<file path="src/hdl/dut_consts.vh">
// constants for the dual up/down timer block
`ifndef DUT_CONSTS_VH
`define DUT_CONSTS_VH
`define DUT_ADDR_CORE_CTRL   16'hff48
`define DUT_ADDR_AUX_CTRL    16'hff46
`define DUT_ADDR_CORE_TIMER  16'hfe48
`define DUT_ADDR_AUX_TIMER   16'hfe46
`define DUT_ADDR_CAPTURE_RELOAD_REGISTER      16'hfe4a
`define DUT_ADDR_STATUS      16'hfe4c
`define DUT_CTRL_RESET       16'h0000
`define DUT_F_ISEL_LO        0
`define DUT_F_MODE_LO        3
`define DUT_F_RUN            6
`define DUT_F_DIR            7
`define DUT_F_EXTDIR         8
`define DUT_F_OE             9
`define DUT_F_OTL            10
`define DUT_F_SRLD           15
`define DUT_F_CAPSRC         9
`define DUT_F_CEDGE_LO       12
`define DUT_F_CLR            14
`define DUT_F_CAPEN          15
`define DUT_CORE_CTRL_MASK   16'h87ff
`define DUT_AUX_CTRL_MASK    16'hf3df
`define DUT_PRESCALE_BASE    4
`endif

</file>
<file path="src/hdl/dut_timer.v">
// dual 16-bit up/down timer block with capture register
//
// Strobed register access was left to the implementer.
`include "dut_consts.vh"

// What this block does
// core timer counts only while core run bit is set
// gated mode advances only with run set and gate active
// with external direction off, direction bit alone picks up or down
// with external direction on, pin picks direction, direction bit inverts it
// direction change takes effect at once, running or stopped
// core wrap toggles the latch; software may write the latch directly
// output enable routes latch to pin, else ordinary port value
// latch feeds auxiliary counter input internally, regardless of pin
// core wrap event offered as direct pulse for capture/compare timers
// mode 000 is timer mode, one step per prescaled tick
// input select n gives prescale 4 times 2 to the n
// modes 010/011 are gated, mode bit 0 picks gate level
// gate level changes never raise an interrupt request
// mode 001 counts on selected pin edges; 000 none, 1xx reserved
// external count source holds each level at least 4 cycles
// auxiliary timer has same modes but no latch or output
// shared functions share bit positions in both control registers
// auxiliary mode 00 timer, 01 counter, 10 gated low, 11 gated high
// auxiliary run bit stops or runs the auxiliary timer
// capture edge 00 off, 01 rising, 10 falling, 11 either
// clear-on-capture clears auxiliary timer on capture, else untouched
// core control layout: isel, mode, run, dir, extdir, oe, latch, reload
// capture copies auxiliary timer, sets flag, then optional clear
// 16-bit timers wrap both ways and reset to zero
// external inputs synchronised; edges give one-cycle enables
module dut_timer #(
	parameter WIDTH = 16
) (
	input  wire              clk,
	input  wire              reset,
	input  wire [15:0]       addr,
	input  wire [15:0]       wdata,
	input  wire              wr,
	input  wire              rd,
	output reg  [15:0]       rdata,
	input  wire              core_gate_count_pin,
	input  wire              core_dir_pin,
	input  wire              aux_gate_count_pin,
	input  wire              aux_dir_pin,
	input  wire              capture_input_pin,
	input  wire              port_out_value,
	output wire              toggle_output_pin,
	output wire              core_wrap_pulse,
	output reg               capture_irq_flag
);

	reg  [15:0]      core_ctrl_q;
	reg  [15:0]      aux_ctrl_q;
	reg  [WIDTH-1:0] core_q;
	reg  [WIDTH-1:0] aux_q;
	reg  [WIDTH-1:0] capture_reload_register_q;
	reg  [9:0]       pre_q;
	reg  [4:0]       s1_q;
	reg  [4:0]       s2_q;
	reg  [4:0]       s3_q;
	reg              otl_prev_q;
	reg  [15:0]      rdata_d;

	// prescaler tick for a given select code
	function tick_of;
		input [2:0] sel;
		input [9:0] pre;
		reg   [9:0] m;
		begin
			m = (10'h004 << sel) - 10'h001;
			tick_of = ((pre & m) == m);
		end
	endfunction

	// direction: 1 means down
	function dir_down;
		input dir_bit;
		input ext_en;
		input pin;
		begin
			dir_down = ext_en ? (pin ^ dir_bit) : dir_bit;
		end
	endfunction

	// counter edge select on a sync'd input
	function edge_hit;
		input [1:0] sel;
		input       cur;
		input       prev;
		begin
			case (sel)
				2'h1: edge_hit = cur & ~prev;
				2'h2: edge_hit = ~cur & prev;
				2'h3: edge_hit = cur ^ prev;
				default: edge_hit = 1'b0;
			endcase
		end
	endfunction

	wire [4:0] pin_raw = {capture_input_pin, aux_dir_pin, aux_gate_count_pin,
		core_dir_pin, core_gate_count_pin};

	// two-stage sync then edge history
	// only the second and third stages are read by logic; the first may be metastable
	genvar gi;
	generate
		for (gi = 0; gi < 5; gi = gi + 1) begin : g_sync
			always @(posedge clk) begin
				if (reset) begin
					s1_q[gi] <= 1'b0;
					s2_q[gi] <= 1'b0;
					s3_q[gi] <= 1'b0;
				end else begin
					s1_q[gi] <= pin_raw[gi];
					s2_q[gi] <= s1_q[gi];
					s3_q[gi] <= s2_q[gi];
				end
			end
		end
	endgenerate

	wire c_gate = s2_q[0];
	wire c_dpin = s2_q[1];
	wire a_gate = s2_q[2];
	wire a_dpin = s2_q[3];
	wire cap_in = s2_q[4];

	// core control fields
	wire [2:0] c_isel = core_ctrl_q[`DUT_F_ISEL_LO+2:`DUT_F_ISEL_LO];
	wire [2:0] c_mode = core_ctrl_q[`DUT_F_MODE_LO+2:`DUT_F_MODE_LO];
	wire       c_run  = core_ctrl_q[`DUT_F_RUN];
	wire       c_otl  = core_ctrl_q[`DUT_F_OTL];
	wire       c_srld = core_ctrl_q[`DUT_F_SRLD];
	// same positions in auxiliary control
	wire [2:0] a_isel = aux_ctrl_q[`DUT_F_ISEL_LO+2:`DUT_F_ISEL_LO];
	wire [1:0] a_mode = aux_ctrl_q[`DUT_F_MODE_LO+1:`DUT_F_MODE_LO];
	wire       a_run  = aux_ctrl_q[`DUT_F_RUN];
	wire [1:0] cedge  = aux_ctrl_q[`DUT_F_CEDGE_LO+1:`DUT_F_CEDGE_LO];
	wire       a_clr  = aux_ctrl_q[`DUT_F_CLR];
	wire       a_capen = aux_ctrl_q[`DUT_F_CAPEN];

	// direction applied combinationally, no latching
	// direction mapping
	wire c_down = dir_down(core_ctrl_q[`DUT_F_DIR], core_ctrl_q[`DUT_F_EXTDIR], c_dpin);
	wire a_down = dir_down(aux_ctrl_q[`DUT_F_DIR], aux_ctrl_q[`DUT_F_EXTDIR], a_dpin);

	// prescaled ticks, each timer its own select
	wire c_tick = tick_of(c_isel, pre_q);
	wire a_tick = tick_of(a_isel, pre_q);

	// core step enable; 1xx modes do nothing
	reg c_step;
	always @* begin
		c_step = 1'b0;
		case (c_mode)
			3'h0: c_step = c_run & c_tick;
			3'h1: c_step = c_run & ~c_isel[2] & edge_hit(c_isel[1:0], c_gate, s3_q[0]);
			3'h2: c_step = c_run & c_tick & ~c_gate;
			3'h3: c_step = c_run & c_tick & c_gate;
			default: c_step = 1'b0;
		endcase
	end

	// wrap detection both ways
	wire c_wrap = c_step & (c_down ? (core_q == {WIDTH{1'b0}}) : (core_q == {WIDTH{1'b1}}));
	// direct wrap pulse
	assign core_wrap_pulse = c_wrap;

	// latch transitions by wrap only feed aux counter
	wire otl_cur = c_otl;
	wire otl_hw_edge = otl_prev_q;

	// aux step enable
	reg a_step;
	always @* begin
		a_step = 1'b0;
		case (a_mode)
			2'h0: a_step = a_run & a_tick;
			2'h1: a_step = a_run & (a_isel[2] ?
				(otl_hw_edge & edge_hit(a_isel[1:0], otl_cur, ~otl_cur)) :
				edge_hit(a_isel[1:0], a_gate, s3_q[2]));
			2'h2: a_step = a_run & a_tick & ~a_gate;
			2'h3: a_step = a_run & a_tick & a_gate;
			default: a_step = 1'b0;
		endcase
	end

	// capture edge on synced pin
	wire cap_hit = edge_hit(cedge, cap_in, s3_q[4]);

	// alternate output or plain port value
	assign toggle_output_pin = core_ctrl_q[`DUT_F_OE] ? c_otl : port_out_value;

	wire wr_cc = wr & (addr == `DUT_ADDR_CORE_CTRL);
	wire wr_ac = wr & (addr == `DUT_ADDR_AUX_CTRL);
	wire wr_ct = wr & (addr == `DUT_ADDR_CORE_TIMER);
	wire wr_at = wr & (addr == `DUT_ADDR_AUX_TIMER);
	wire wr_cr = wr & (addr == `DUT_ADDR_CAPTURE_RELOAD_REGISTER);
	wire wr_st = wr & (addr == `DUT_ADDR_STATUS);

	// free-running prescaler shared by both timers
	always @(posedge clk) begin
		if (reset) begin
			pre_q <= 10'h000;
			otl_prev_q <= 1'b0;
		end else begin
			pre_q <= pre_q + 10'h001;
			otl_prev_q <= c_wrap;
		end
	end

	always @(posedge clk) begin
		if (reset) begin
			core_ctrl_q <= `DUT_CTRL_RESET;
		end else begin
			if (wr_cc) begin
				core_ctrl_q <= wdata & `DUT_CORE_CTRL_MASK;
			end
			// wrap toggles latch; wins over a same-cycle write
			if (c_wrap) begin
				core_ctrl_q[`DUT_F_OTL] <= ~c_otl;
			end
		end
	end

	always @(posedge clk) begin
		if (reset) begin
			aux_ctrl_q <= `DUT_CTRL_RESET;
		end else if (wr_ac) begin
			aux_ctrl_q <= wdata & `DUT_AUX_CTRL_MASK;
		end
	end

	// core timer: reload on wrap when enabled
	always @(posedge clk) begin
		if (reset) begin
			core_q <= {WIDTH{1'b0}};
		end else if (wr_ct) begin
			core_q <= wdata[WIDTH-1:0];
		end else if (c_wrap & c_srld) begin
			core_q <= capture_reload_register_q;
		end else if (c_step) begin
			core_q <= c_down ? core_q - 1'b1 : core_q + 1'b1;
		end
	end

	// capture then optional clear
	always @(posedge clk) begin
		if (reset) begin
			aux_q <= {WIDTH{1'b0}};
		end else if (wr_at) begin
			aux_q <= wdata[WIDTH-1:0];
		end else if (cap_hit & a_clr) begin
			aux_q <= {WIDTH{1'b0}};
		end else if (a_step) begin
			aux_q <= a_down ? aux_q - 1'b1 : aux_q + 1'b1;
		end
	end

	// capture beats a same-cycle software write
	always @(posedge clk) begin
		if (reset) begin
			capture_reload_register_q <= {WIDTH{1'b0}};
		end else if (cap_hit & a_capen) begin
			capture_reload_register_q <= aux_q;
		end else if (wr_cr) begin
			capture_reload_register_q <= wdata[WIDTH-1:0];
		end
	end

	// flag only from capture edges, set wins over clear
	always @(posedge clk) begin
		if (reset) begin
			capture_irq_flag <= 1'b0;
		end else if (cap_hit) begin
			capture_irq_flag <= 1'b1;
		end else if (wr_st & wdata[0]) begin
			capture_irq_flag <= 1'b0;
		end
	end

	// read mux; unmapped reads give zero
	always @* begin
		case (addr)
			`DUT_ADDR_CORE_CTRL:  rdata_d = core_ctrl_q;
			`DUT_ADDR_AUX_CTRL:   rdata_d = aux_ctrl_q;
			`DUT_ADDR_CORE_TIMER: rdata_d = core_q;
			`DUT_ADDR_AUX_TIMER:  rdata_d = aux_q;
			`DUT_ADDR_CAPTURE_RELOAD_REGISTER:     rdata_d = capture_reload_register_q;
			`DUT_ADDR_STATUS:     rdata_d = {15'h0000, capture_irq_flag};
			default:              rdata_d = 16'h0000;
		endcase
	end

	always @(posedge clk) begin
		if (reset) begin
			rdata <= 16'h0000;
		end else if (rd) begin
			rdata <= rdata_d;
		end else begin
			rdata <= 16'h0000;
		end
	end

endmodule // dut_timer

</file>
<file path="config.mk">
export PLATFORM = sky130hd
export DESIGN_NAME = dut_timer
export DESIGN_NICKNAME = d
export VERILOG_FILES = /design/src/hdl/dut_timer.v
export VERILOG_INCLUDE_DIRS = /design/src /design/src/hdl
export SDC_FILE = /design/constraint.sdc
export NUM_CORES = 1
export LEC_CHECK = 0
export BUFFER_PORTS_ARGS = -buffer_cell sky130_fd_sc_hd__clkbuf_2
export CAP_MARGIN = 20
export CELL_PAD_IN_SITES_DETAIL_PLACEMENT = 0
export CELL_PAD_IN_SITES_GLOBAL_PLACEMENT = 1
export CORE_UTILIZATION = 35
export CTS_BUF_LIST = sky130_fd_sc_hd__clkbuf_8
export DETAILED_ROUTE_END_ITERATION = 16
export GPL_TIMING_DRIVEN = 0
export PLACE_DENSITY = 0.72
export SYNTH_ARGS = -nofsm -noshare
export SYNTH_HDL_FRONTEND = slang
export SYNTH_SLANG_ARGS = --single-unit
</file>
<file path="constraint.sdc">
create_clock -name clk -period 6.4 [get_ports clk]
set_input_delay 0.96 -clock clk [delete_from_list [all_inputs] [get_ports clk]]
set_output_delay 0.96 -clock clk [all_outputs]
set_load 0.005 [all_outputs]
</file>
**After elaboration in Yosys (flattened, before gate mapping)**

Cells that the tools add are included.

- Bits in read-only memories: 0
- Output and inout bits: 19
- Input bits: 42
- Register bits after elaboration: 114
- Bits in latches: 0
- Memories kept: 0
- Bits in writable memories: 0
- Word-level logic and storage cells: 138

- Shift operators: 2
- Divide/modulo/power cells: 0
- Multipliers: 0
- Mux-type cells: 29
- Reduce and logical (&&, ||, !) cells: 9
- Eq/ne operators: 24
- Bitwise operators: 44
- Magnitude comparators: 0
- $add $sub $neg: 7

Operators by type and width:

| kind | number |
|---|---|
| 16-bit two-way mux | 10 |
| 16-bit equality test (second input constant) | 7 |
| 16-bit one-hot mux with 6 select lines | 1 |
| 16-bit by 1-bit adder with 16-bit output (second input constant) | 2 |
| 16-bit by 1-bit subtractor with 16-bit output (second input constant) | 2 |
| 1-bit AND | 27 |
| 10-bit AND | 2 |
| 10-bit equality test | 2 |
| 3-bit by 3-bit left shift with 10-bit output (first input constant) | 2 |
| 10-bit by 1-bit subtractor with 10-bit output (second input constant) | 2 |
| 2-bit equality test (second input constant) | 8 |
| 16-bit zero test | 1 |
| 1-bit one-hot mux with 3 select lines | 4 |
| 1-bit two-way mux | 11 |
| 11-bit two-way mux | 1 |
| 10-bit by 1-bit adder with 10-bit output (second input constant) | 1 |
| 1-bit NOT | 9 |
| 2-bit by 1-bit equality test with 1-bit output (second input constant) | 4 |
| 1-bit one-hot mux with 4 select lines | 2 |
| 3-bit by 2-bit equality test with 1-bit output (second input constant) | 2 |
| 2-bit nonzero test | 3 |
| 3-bit nonzero test | 2 |
| 1-bit bitwise XOR | 6 |
| 3-bit by 1-bit equality test with 1-bit output (second input constant) | 1 |
| other kinds (3) | 3 |

**Depth between registers and ports, before layout**

Gate-level depths: netlist (run 1).

- Depth after elaboration: 11
- Depth in mapped cells: 14

**Least setup slack after synthesis (run 1)**

OpenSTA, ideal clock, no wires.

- Path type: register -> output
- Start point: reg core_ctrl_q[8]
- End point: out core_wrap_pulse
- Stages on the path, launching flop included: 6
- Path buffers: 0
- Path slack: 3,368 ps
- Arrival time: 2,072 ps
- Path through: dfxtp_1 -> nand2_1 -> xnor2_1 -> mux2i_1 -> or2_2 -> nor2_1

- Word-level cells in the longest chain between the ends: 3

Ends and longest elaborated chain:

| item | RTL line | source |
|---|---|---|
| from (decl) | dut_timer.v:53 | `reg [15:0] core_ctrl_q;` |
| from (signal assigned) | dut_timer.v:215 | `` core_ctrl_q <= `DUT_CTRL_RESET; `` |
| from (signal assigned) | dut_timer.v:218 | `` core_ctrl_q <= wdata & `DUT_CORE_CTRL_MASK; `` |
| from (signal, indexed assignment) | dut_timer.v:222 | `` core_ctrl_q[`DUT_F_OTL] <= ~c_otl; `` |
| 1-bit two-way mux | dut_timer.v:82 | `dir_down = ext_en ? (pin ^ dir_bit) : dir_bit;` |
| 1-bit two-way mux | dut_timer.v:166 | `wire c_wrap = c_step & (c_down ? (core_q == {WIDTH{1'b0}}) : (core_q == {WIDTH{1'b1}}));` |
| 1-bit AND | dut_timer.v:166 |  |
| to (decl) | dut_timer.v:49 | `output wire core_wrap_pulse,` |

No other way between the ends.

**Worst setup path after layout (run 1)**

- Start point: reg core_ctrl_q[1]
- End point: out core_wrap_pulse

- Word-level cells in the longest chain between the ends: 8

Ends and longest elaborated chain:

| item | RTL line | source |
|---|---|---|
| 3-bit by 3-bit left shift with 10-bit output | dut_timer.v:71 | `m = (10'h004 << sel) - 10'h001;` |
| 10-bit by 1-bit subtractor with 10-bit output | dut_timer.v:71 |  |
| 10-bit AND | dut_timer.v:72 | `tick_of = ((pre & m) == m);` |
| 10-bit equality test | dut_timer.v:72 |  |
| 1-bit AND | dut_timer.v:157, dut_timer.v:159, dut_timer.v:160 |  |
| 1-bit AND (on tied branches) | dut_timer.v:160, dut_timer.v:159 |  |
| 1-bit one-hot mux with 4 select lines * | dut_timer.v:156 | `case (c_mode)` |
| 1-bit AND * | dut_timer.v:166 |  |

Mark *: on every way between the ends. The rest lies on a longest branch, timed or not. The select of a mux whose other input is x is not followed.

==> summary.md, run 1 <==
| Metric | Value |
|---|---|
| Status | `finished, final reports clean` |
| First-pass GRT wire length | `about 37,000 µm` |
| Clock sink count | `between 100 and 150` |
| DIE AREA | `0.0209 mm²` |
| Total power | `1.45 mW` |
| Crit Path Category | `flop to primary output` |
| Final std cell area, no fill | `a little over 0.008 mm²` |
| H-tree depth | `4` |
| CP Launch Type | `flop` |
| DR WL/cell | `between 15 and 20 µm` |
| Placed Area | `0.00776 mm²` |
| Top-level port count | `slightly above 60` |
| Max_slew headroom | `0.447` |
| Comb pwr share | `0.052` |
| DRC Markers | `0` |
| HP Class | `flop to flop` |
| Number of synthesis warnings | `0` |
| N_diodes | `0` |
| IO buf count | `just under 60` |
| Gr usage total | `0.238` |
| Min Hold Slack | `0.439 ns` |
| Switching share of power | `0.278` |
| Worst Path Required | `about 5.4 ns` |
| Fmax | `between 200 and 300 MHz` |
| Final worst-path setup slack | `between 2 and 3 ns` |
| Total wire length | `approximately 24,000 µm` |
| DR pass1 iterations | `5` |
| #FFs+latches synth | `between 100 and 150` |
| Tmin final | `~3.7 ns` |
| Core Area | `just under 0.02 mm²` |
| Initial Utilization | `0.362` |
| Setup TNS | `0 ns` |
| Setup crit end kind | `primary output` |
| Hpwl dp | `~18,000 µm` |
| Final slew viol count | `0` |
| Vias per cell | `around 5.6` |
| Gr ovfl total | `0` |
| Mapped cell area | `about 0.007 mm²` |
| Clock share of power | `0.460` |
| Final hold violations | `0` |
| Netlist cell types | `76` |
| Max incr delay on CP | `between 0.3 and 0.4 ns` |
| Synth Area per Inst | `8.14 µm²` |
| Number of flops mapped to enable cells by yosys | `0` |
| Worst skew pair latency | `about 0.46 ns` |
| Pin count of the biggest net entering global routing | `18` |
| Sw power | `between 0.4 and 0.5 mW` |
| Main flop type after synthesis | `dfxtp_1` |
| Std-Cell Rows | `51` |
| Num CTS Buffers | `17` |
| Seq/Total Area, Yosys | `0.318` |
| Sequential Power Share | `0.488` |
| Clk buf depth | `2` |
| LEAKAGE | `~3.1 nW` |
| Via Count | `about 7,000` |
| Asr flop ratio synth | `0` |
| Syn nets | `954` |
| Iter 0 DRT Violations | `475` |
| Die Wd | `145 µm` |
| Nets | `between 1,000 and 1,500` |
| Clock root cell | `clkbuf_8` |
| Pint | `between 1 and 1.5 mW` |
| Final setup vio count | `0` |
| CTS clk-pin slew, worst paths | `roughly 0.080 ns` |
| Max Fanout on Critical Path | `10` |
| Fill cell total of the finished layout | `approximately 2,100` |
| Clock Skew | `0.0118 ns` |
| Max cap viols | `0` |
| WP data arrival | `approximately 2.8 ns` |
| Max VDD drop | `about 0.000092 V` |
| Mapped Cells | `873` |
| RD Place Congestion | `roughly 0.86` |
| RSZ-0062 raised after global routing | `no` |
| Antenna violations before repair | `0` |
| Ratio of cells with drive above 1 in the final layout | `0.148` |
| CP max-delay cell | `or3_4` |
| Antenna-violating nets left | `0` |
| Post-CTS sizing | `0` |
| Vias in the first global route | `approximately 6,300` |
| TritonCTS clock tree | `built` |
| Crit-path cells | `buf_6 > or3_4 > ha_1 > o2bb2ai_1 > a211oi_2 > o311ai_2 > o21a_4 > nor2_1 > clkbuf_2` |
| Final period util | `0.583` |
| Power Density | `between 150 and 200 mW/mm²` |
| Post CTS Setup Buffer Count | `0` |
| Pre-CTS setup slack | `roughly 2.8 ns` |
| Cts hold-fix bufs | `0` |
| Synth-to-Final Area Change | `14.5%` |
| Worst Max-Slew Pin Slew | `roughly 0.82 ns` |
| Die Y | `145 µm` |
[synth_stat cells (5+ instances only)]
master    count  area [µm²]
ha_1         37         463
o22ai_1      22         138
inv_1        22        82.6
or3_1         8        50.1
nand2b_1      7        43.8
clkbuf_8      6        82.6
a211oi_1     10        75.1
nand2_1     105         394
buf_2         6        30.0
o21ai_0      21         105
o21a_1        6        45.0
nor2b_1      18         113
a311oi_1     20         175
nor4_1       13        81.3
or2_2        10        62.6
a21o_1        7        52.6
a221oi_1      6        52.6
mux2i_1      33         330
and2_1        6        37.5
dfxtp_1     113        2260
a31oi_1       9        56.3
xor2_1       13         114
and3_1        8        50.1
o21bai_1      5        37.5
a21oi_1      64         320
nor2_1       85         319
nand4_1       8        50.1
a22oi_1      27         203
nor3_1       16        80.1
clkbuf_1     28         105
xnor2_1      18         158
nand3_1      39         195
[cell type report]
class	instances	area (µm²)	area share
Inverter	22	82.6	0.0101
Timing Repair Buffer	60	310	0.0381
Clock inverter	15	150	0.0184
Buffer	49	293	0.0360
Clock buffer	17	234	0.0287
Sequential cell	113	2260	0.278
Multi-Input combinational cell	689	4480	0.550
Tap cell	265	332	0.0407
[worst max-delay path: cells and delay by family, from the launching register on]
family                   cells  cell delay [ns]
AO/OA/AOI/OAI                4             0.79
AND/OR/NAND/NOR              2             0.62
flip-flops                   1             0.32
buffers and inverters        2             0.31
adder cells (fa/ha/maj)      1             0.28
[sequential cells by signal, summed over array words and instances, names as in the netlist]
register and count:
aux_ctrl_q 13, core_ctrl_q 12, aux_q 16, core_q 16, s1_q 5, s3_q 3
otl_hw_edge 1, cap_in 1, capture_reload_register_q 16, c_dpin 1, c_gate 1, a_gate 1
capture_irq_flag 1, pre_q 9, a_dpin 1, rdata 16
[power groups by stage]
stage / clock network (mW) / registers, mW / logic (mW)
floorplan: 0 / 0.726 / 0.0340
CTS: 0.678 / 0.710 / 0.0740
finish: 0.669 / 0.710 / 0.0752
detailed placement: 0 / 0.727 / 0.0737
global placement: 0 / 0.726 / 0.0742
global route: 0.709 / 0.711 / 0.0800
[per-layer routing]
layer  track usage  routed length, µm  share of wire  vias up
met5             0                  0              0        -
li1              -                  -              -     3370
met4        0.0920                602          0.025        0
met1         0.331              11200           0.46     3278
met2         0.359              10600           0.44      250
met3        0.0457               1680          0.070       41
[layout by cell type (no fill, tap or decap), types with 8 or more instances in the layout]
master and n:
a31oi_1 9, or2_2 10, nand4_1 8, xor2_1 13
clkbuf_8 23, nor2_1 85, ha_1 37, a211oi_1 10
o22ai_1 22, or3_1 8, mux2i_1 33, nor3_1 16
a311oi_1 20, inv_1 22, nor2b_1 18, nand3_1 39
clkbuf_1 28, a22oi_1 27, a21oi_1 64, and3_1 8
nand2_1 105, o21ai_0 21, dfxtp_1 113, clkbuf_2 58
nor4_1 13, xnor2_1 17
[path summary, 6_finish.rpt]
| path | slack, ns | cells past startpoint | to | startpoint |
|---|---|---|---|---|
| max | 2.67 | 9 | core_wrap_pulse | core_ctrl_q[1] |
| min reg2reg | 0.44 | 1 | a_dpin | s1_q[3] |
| min | 0.44 | 1 | a_dpin | s1_q[3] |
| max reg2reg | 3.23 | 10 | aux_q[14] | aux_ctrl_q[8] |
[kinds of logic (layout without fill, tap and decap cells)]
| kind of cell | after synthesis | count (layout) | share of synthesized area |
|---|---|---|---|
| AND/OR/NAND/NOR | 348 | 348 | 0.239 |
| flip-flops | 113 | 113 | 0.318 |
| multiplexers | 37 | 37 | 0.0528 |
| buffers and inverters | 71 | 163 | 0.0528 |
| XOR/XNOR | 31 | 31 | 0.0382 |
| AO/OA/AOI/OAI | 234 | 234 | 0.229 |
| adder cells (fa/ha/maj) | 39 | 39 | 0.0708 |
[metrics by stage]
step	util	cells
floorplan	-	873
global placement	0.393	1196
detailed placement	0.395	1198
CTS	0.414	1230
global route	0.414	1230
finish	0.414	1230
Power figures use the tool's default switching activity.
==> run 2, diff against run 1 <==
--- a/config.mk
+++ b/config.mk
@@ -6,6 +6,7 @@
 export SDC_FILE = /design/constraint.sdc
 export NUM_CORES = 1
 export LEC_CHECK = 0
+export ABC_AREA = 1
 export BUFFER_PORTS_ARGS = -buffer_cell sky130_fd_sc_hd__clkbuf_2
 export CAP_MARGIN = 20
 export CELL_PAD_IN_SITES_DETAIL_PLACEMENT = 0
@@ -14,7 +15,7 @@
 export CTS_BUF_LIST = sky130_fd_sc_hd__clkbuf_8
 export DETAILED_ROUTE_END_ITERATION = 16
 export GPL_TIMING_DRIVEN = 0
-export PLACE_DENSITY = 0.72
+export PLACE_DENSITY = 0.77
 export SYNTH_ARGS = -nofsm -noshare
 export SYNTH_HDL_FRONTEND = slang
 export SYNTH_SLANG_ARGS = --single-unit
==> constraint.sdc (replaced) <==
create_clock -name clk -period 3.4 [get_ports clk]
set_input_delay 0.51 -clock clk [delete_from_list [all_inputs] [get_ports clk]]
set_output_delay 0.51 -clock clk [all_outputs]
set_load 0.005 [all_outputs]
==> summary.md, run 2 <==
| Metric | Value |
|---|---|
| Mapped Cells | `1,122 (+29%)` |
| Final period util | `0.895` |
| Status | `finished, final reports clean` |
| Die Wd | `148 µm (+2.6%)` |
| Tmin final | `about 3.0 ns` |
| Max VDD drop | `0.000226 V (+140%)` |
| HP Class | `input port to flop` |
| R2r startpoint | `c_dpin` |
| Number of synthesis warnings | `0 (unchanged)` |
| Core Area | `0.0210 mm² (+7.0%)` |
| First-pass GRT wire length | `39,300 µm (+7.0%)` |
| Post-route core utilization | `0.408 (-0.00636)` |
| Top-level port count | `61 (unchanged)` |
| Clock Skew | `0.0150 ns (+0.00316 ns)` |
| Fmax | `329 MHz` |
| GRT busiest layer | `met2` |
| Pin count of the biggest net entering global routing | `19 (+1)` |
| DR pass1 iterations | `5 (unchanged)` |
| Nets | `1,280 (+24%)` |
| Seq/Total Area, Yosys | `0.302 (-0.0161)` |
| Synth-to-Final Area Change | `14.5% (about the same)` |
| Clk buf depth | `2 (unchanged)` |
| Power Density | `343 mW/mm² (+92%)` |
| Min-Delay Path Depth | `3 (+2)` |
| Clock sink count | `113 (unchanged)` |
| Setup TNS | `0 ns (unchanged)` |
| Crit-path cells | `inv_2 > nand3_2 > ha_1 > nor2_1 > nand2_1 > a21oi_1 > nor2_1 > nand2_2 > a21oi_4 > nand2_1 > inv_1 > clkbuf_2` |
| Main flop type after synthesis | `dfxtp_1` |
| Post-CTS sizing | `0 (unchanged)` |
| R2R cell count | `13 (+3)` |
| Final setup vio count | `0 (unchanged)` |
| RD Place Congestion | `0.850 (-1.4%)` |
| Std-Cell Rows | `53 (+3.9%)` |
| DIE AREA | `0.0220 mm² (+5.2%)` |
| Initial Utilization | `0.356 (-0.00555)` |
| Die Y | `148 µm (+2.6%)` |
| Ratio of cells with drive above 1 in the final layout | `0.144 (-0.00450)` |
| Final slew viol count | `0 (unchanged)` |
| Met3 GRT Util | `0.0328 (-0.0129)` |
| Cts hold-fix bufs | `0 (unchanged)` |
| Gr usage total | `0.235 (-0.00300)` |
| CTS clk-pin slew, worst paths | `0.08 ns (about the same)` |
| H-tree depth | `4 (unchanged)` |
| HP Start | `capture_input_pin` |
| IO buf count | `58 (unchanged)` |
| Iter 0 DRT Violations | `725 (+53%)` |
| Top-area cell type share of the netlist area | `0.302 (-0.0161)` |
| Vias in the first global route | `7,146 (+14%)` |
| Max incr delay on CP | `0.51 ns (+0.14 ns)` |
| Mapped cell area | `0.00749 mm² (+5.3%)` |
| WP data arrival | `2.53 ns (-0.24 ns)` |
| Asr flop ratio synth | `0 (unchanged)` |
| CP max-delay cell | `dfxtp_1` |
| Crit Path Category | `flop to primary output` |
| DR WL/cell | `16.9 µm (-14%)` |
| Final hold violations | `0 (unchanged)` |
| Cell taking the most area after synthesis | `dfxtp_1` |
| Synth top cells by count | `239 x nand2_1, 130 x inv_1, 113 x dfxtp_1` |
| Num CTS Buffers | `17 (unchanged)` |
| Worst reg-to-reg setup slack | `0.39 ns (-2.84 ns)` |
| Hpwl dp | `19,600 µm (+7.1%)` |
| Synth area leaders | `dfxtp_1 30%, nand2_1 12%, a21oi_1 6.9%` |
| Syn nets | `1,203 (+26%)` |
| Synth Area per Inst | `6.67 µm² (-18%)` |
| GRT met1 Usage | `0.325 (-0.00530)` |
| #FFs+latches synth | `113 (unchanged)` |
| Number of flops mapped to enable cells by yosys | `0 (unchanged)` |
| Count leader, synth | `nand2_1` |
| Worst skew pair latency | `0.46 ns (about the same)` |
| Netlist cell types | `52 (-32%)` |
| Post CTS Setup Buffer Count | `0 (unchanged)` |
| Most frequent cells in the layout | `239 x nand2_1, 131 x inv_1, 113 x dfxtp_1` |
| Gr ovfl total | `0 (unchanged)` |
| Max_slew headroom | `0.471 (+0.0245)` |
| N_diodes | `0 (unchanged)` |
| DRC Markers | `0 (unchanged)` |
| Max Fanout on Critical Path | `8 (-2)` |
| Max cap viols | `0 (unchanged)` |
| Met2 usage | `0.384 (+0.0250)` |
| CP delay by family, top | `simple AND/OR/NAND/NOR gates` |
| Clock root cell | `clkbuf_8` |
| LEAKAGE | `3.53 nW (+13%)` |
| Setup crit end kind | `primary output` |
| Worst r2r dst | `core_q[14]` |
| Hold endpoint | `s1_q[4]` |
| Antenna-violating nets left | `0 (unchanged)` |
| Worst Path Required | `2.89 ns (-2.55 ns)` |
| Most common cell after layout, fill and taps aside | `nand2_1` |
| RSZ-0062 raised after global routing | `no` |
| CP Buf/Inv Count | `3 (+1)` |
| Antenna violations before repair | `0 (unchanged)` |
| Worst Max-Slew Pin Slew | `0.791 ns (-0.0300 ns)` |
| CP Launch Type | `flop` |
| Via Count | `7,839 (+13%)` |
| Total wire length | `25,100 µm (+4.1%)` |
| TritonCTS clock tree | `built` |
| Vias per cell | `5.28 (-6.5%)` |
==> run 2: routing by layer <==
| layer | wire [µm] | vias to the layer above | share of wire |
|---|---|---|---|
| li1 | - | 3921 | - |
| met1 | 11900 | 3663 | 0.48 |
| met2 | 11500 | 229 | 0.46 |
| met3 | 1410 | 26 | 0.056 |
| met4 | 276 | 0 | 0.011 |
| met5 | 0 | - | 0 |
==> run 2: final cells by class <==
| type | count | area [µm²] |
|---|---|---|
| plain buffers | 38 | 200 |
| clock buffers | 21 | 289 |
| clock inverters | 10 | 158 |
| fillers | 2249 | 12400 |
| inverters | 153 | 582 |
| multi-input cells | 818 | 4450 |
| flip-flops and latches | 113 | 2260 |
| well taps | 275 | 344 |
| repair buffers | 58 | 290 |
==> run 2: cell families after synthesis <==
logic type                 Yosys count  synth area share
DFF                                113             0.302
AOI/OAI and AO/OA                  277             0.211
and+or+nand+nor                    486             0.296
xor gates and xnor gates            16            0.0187
adders and majority gates           39            0.0672
buffers and inverters              191             0.104
==> run 2: worst max-delay path by stage <==
stage	start	endpoint	cells past startpoint
after detailed placement	c_dpin	core_q[14]	13
final	core_ctrl_q[0]	core_wrap_pulse	12
after floorplan	core_ctrl_q[8]	core_q[14]	13
after global routing	core_ctrl_q[0]	core_wrap_pulse	12
after global placement	c_dpin	core_q[14]	13
after CTS	core_ctrl_q[0]	core_wrap_pulse	12
==> run 2: per-stage QoR <==
| step | area [µm²] | hold slack [ns] | setup slack (ns) | total power [mW] | std cells |
|---|---|---|---|---|---|
| finish | 8570 | 0.236 | 0.357 | 2.94 | 1486 |
| CTS | 8570 | 0.217 | 0.228 | 2.95 | 1486 |
| global placement | 8120 | 0.397 | 0.465 | 1.49 | 1455 |
| detailed placement | 8120 | 0.398 | 0.509 | 1.49 | 1455 |
| global route | 8570 | 0.239 | 0.116 | 3.02 | 1486 |
| floorplan | 7490 | 0.388 | 1.08 | 1.42 | 1122 |
==> run 2: report_power, final <==
part	internal, mW	switching, mW	leakage [nW]
sequential	1.33	0.00578	0.913
combinational	0.0375	0.0878	2.39
clock	0.869	0.611	0.225
total	2.24	0.705	3.53
==> run 2: worst register-to-register path, cell delays in order (launching register included) <==
cell and delay (ns):
dfxtp_1 0.43, nand2_1 0.08, nand2_1 0.06, nand2_1 0.47
fa_1 0.67, nand3_1 0.09, nand3_1 0.17, a21boi_0 0.29
nand3b_1 0.20, nand3b_1 0.10, nand2_1 0.08, nand2_1 0.05
nand3_1 0.11, a21oi_2 0.06
==> run 3, diff against run 2 <==
--- a/config.mk
+++ b/config.mk
@@ -15,7 +15,7 @@
 export CTS_BUF_LIST = sky130_fd_sc_hd__clkbuf_8
 export DETAILED_ROUTE_END_ITERATION = 16
 export GPL_TIMING_DRIVEN = 0
-export PLACE_DENSITY = 0.77
+export PLACE_DENSITY = 0.74
 export SYNTH_ARGS = -nofsm -noshare
 export SYNTH_HDL_FRONTEND = slang
 export SYNTH_SLANG_ARGS = --single-unit
==> constraint.sdc (replaced) <==
create_clock -name clk -period 3.46 [get_ports clk]
set_input_delay 0.519 -clock clk [delete_from_list [all_inputs] [get_ports clk]]
set_output_delay 0.519 -clock clk [all_outputs]
set_load 0.005 [all_outputs]
==> summary.md, run 3 (same netlist as run 2, synthesis figures left out) <==
| Metric | Value |
|---|---|
| Status | `finished, violations left` |
| Failing checks | `DRC` |
| CP Launch Type | `flop` |
| Crit Path Category | `flop to primary output` |
| Crit-path cells | `inv_2 > nand3_2 > ha_1 > nor2_1 > nor2_1 > nand3b_1 > nor2_1 > nand2_2 > a21oi_2 > nand2_1 > inv_1 > clkbuf_2` |
| Worst Max-Slew Pin Slew | `0.760 ns (-0.0311 ns)` |
| Final slew viol count | `0 (unchanged)` |
| RD Place Congestion | `0.897 (+5.6%)` |
| Via Count | `7,812 (-0.34%)` |
| First-pass GRT wire length | `39,700 µm (+1.0%)` |
| Iter 0 DRT Violations | `673 (-7.2%)` |
| CP delay by family, top | `simple AND/OR/NAND/NOR gates` |
| Max VDD drop | `0.000244 V (+8.3%)` |
| Initial Utilization | `0.356 (unchanged)` |
| Final std cell area, no fill | `0.00850 mm² (-0.88%)` |
| CP Buf/Inv Count | `3 (unchanged)` |
| Power Density | `314 mW/mm² (-8.5%)` |
| H-tree depth | `4 (unchanged)` |
| WP data arrival | `2.65 ns (+0.12 ns)` |
| Total wire length | `25,300 µm (+1.0%)` |
| Setup crit end kind | `primary output` |
| Core Area | `0.0210 mm² (unchanged)` |
| DR pass1 iterations | `12 (+7)` |
| Hpwl dp | `20,100 µm (+2.6%)` |
| Vias in the first global route | `7,178 (+0.45%)` |
| Fill cell total of the finished layout | `2,265 (+0.71%)` |
| Placed insts | `1,455 (unchanged)` |
| Gr ovfl total | `0 (unchanged)` |
| Final setup vio count | `0 (unchanged)` |
| Clock root cell | `clkbuf_8` |
| Fmax | `315 MHz` |
| Finished Layout Cells | `1,487 (+0.067%)` |
| N_diodes | `0 (unchanged)` |
| Pin count of the biggest net entering global routing | `19 (unchanged)` |
| DR WL/cell | `17.0 µm (+0.97%)` |
| Die Y | `148 µm (unchanged)` |
| Gr usage total | `0.237 (+0.00188)` |
| Worst skew pair latency | `0.45 ns (about the same)` |
| Max cap viols | `0 (unchanged)` |
| IO buf count | `58 (unchanged)` |
| LEAKAGE | `3.48 nW (-1.2%)` |
| Min Hold Slack | `0.244 ns (+0.00704 ns)` |
| Most frequent CP cell | `nor2_1` |
| Synth-to-Final Area Change | `13.5%` |
| Final hold violations | `0 (unchanged)` |
| Max Fanout on Critical Path | `8 (unchanged)` |
| Num CTS Buffers | `17 (unchanged)` |
| Std-Cell Rows | `53 (unchanged)` |
| CTS clk-pin slew, worst paths | `0.08 ns (about the same)` |
| DIE AREA | `0.0220 mm² (unchanged)` |
| HP Class | `input port to flop` |
| Worst Path Required | `2.94 ns (+0.05 ns)` |
| Clk buf depth | `2 (unchanged)` |
| Cts hold-fix bufs | `0 (unchanged)` |
| Nets | `1,280 (unchanged)` |
| Antenna-violating nets left | `0 (unchanged)` |
| Clock sink count | `113 (unchanged)` |
| RSZ-0062 raised after global routing | `no` |
| Max incr delay on CP | `0.37 ns (-0.14 ns)` |
| Max_slew headroom | `0.493 (+0.0220)` |
| Placed Area | `0.00812 mm² (unchanged)` |
| Clock Skew | `0.0160 ns (+0.00107 ns)` |
| Most common cell after layout, fill and taps aside | `nand2_1` |
| Antenna violations before repair | `0 (unchanged)` |
| Post-CTS sizing | `0 (unchanged)` |
| CP max-delay cell | `dfxtp_1` |
| TritonCTS clock tree | `built` |
| Ratio of cells with drive above 1 in the final layout | `0.145 (+0.00153)` |
| Tmin final | `3.17 ns` |
| Die Wd | `148 µm (unchanged)` |
| Top-level port count | `61 (unchanged)` |
| Total power | `2.67 mW (-9.3%)` |
| Most frequent cells in the layout | `239 x nand2_1, 130 x inv_1, 113 x dfxtp_1` |
| Post CTS Setup Buffer Count | `0 (unchanged)` |
| Final period util | `0.917` |
| DRC Markers | `2 (+2)` |
| Setup TNS | `0 ns (unchanged)` |
| Vias per cell | `5.25 (-0.41%)` |
[run 3: changes by cell type in the layout (fill, tap and decap cells not counted), sizes merged]
cell      change
clkbuf        -3
bufinv        -3
inv           +3
clkinvlp      +2
clkinv        +2
[run 3: stage by stage]
stage	utilization	setup slack, ns
after floorplan	-	1.14
after detailed placement	0.386	0.497
final	0.404	0.288
after CTS	0.404	0.284
after global placement	0.386	0.520
after global routing	0.404	0.0304
[run 3: cell type report]
cell class              instances  area [µm²]  area share
multi-input cells             818        4440       0.523
flip-flops and latches        113        2260       0.266
inverters                     153         582      0.0685
well taps                     275         344      0.0405
repair buffers                 58         290      0.0342
clock buffers                  18         248      0.0291
plain buffers                  38         200      0.0236
clock inverters                14         131      0.0155
[run 3: worst register-to-register path, cell delays in order, from the launching register on]
cell and delay [ns]:
dfxtp_1 0.44, nand2_1 0.09, nand2_1 0.06, nand2_1 0.45
fa_1 0.66, nand3_1 0.10, nand3_1 0.16, a21boi_0 0.32
nand3b_1 0.20, nand3b_1 0.09, nand2_1 0.08, nand2_1 0.06
nand3_1 0.11, a21oi_2 0.05
[run 3: metal layers]
layer  GRT usage  share of wire
met5           0              0
met4      0.0526          0.014
met3      0.0396          0.053
met2       0.388           0.46
met1       0.323           0.47
[run 3: worst paths after layout]
path | start | depth (start not counted) | slack (ns) | end
hold reg to reg | s1_q[4] | 2 | 0.41 | cap_in
hold / removal | capture_input_pin | 3 | 0.24 | s1_q[4]
setup reg to reg | c_dpin | 13 | 0.44 | core_q[14]
setup / recovery | core_ctrl_q[1] | 12 | 0.29 | core_wrap_pulse
[run 3: power breakdown]
group	internal [mW]	switching (mW)	total, mW
clock	0.594	0.638	1.23
combinational	0.0369	0.0863	0.123
sequential	1.31	0.00552	1.31
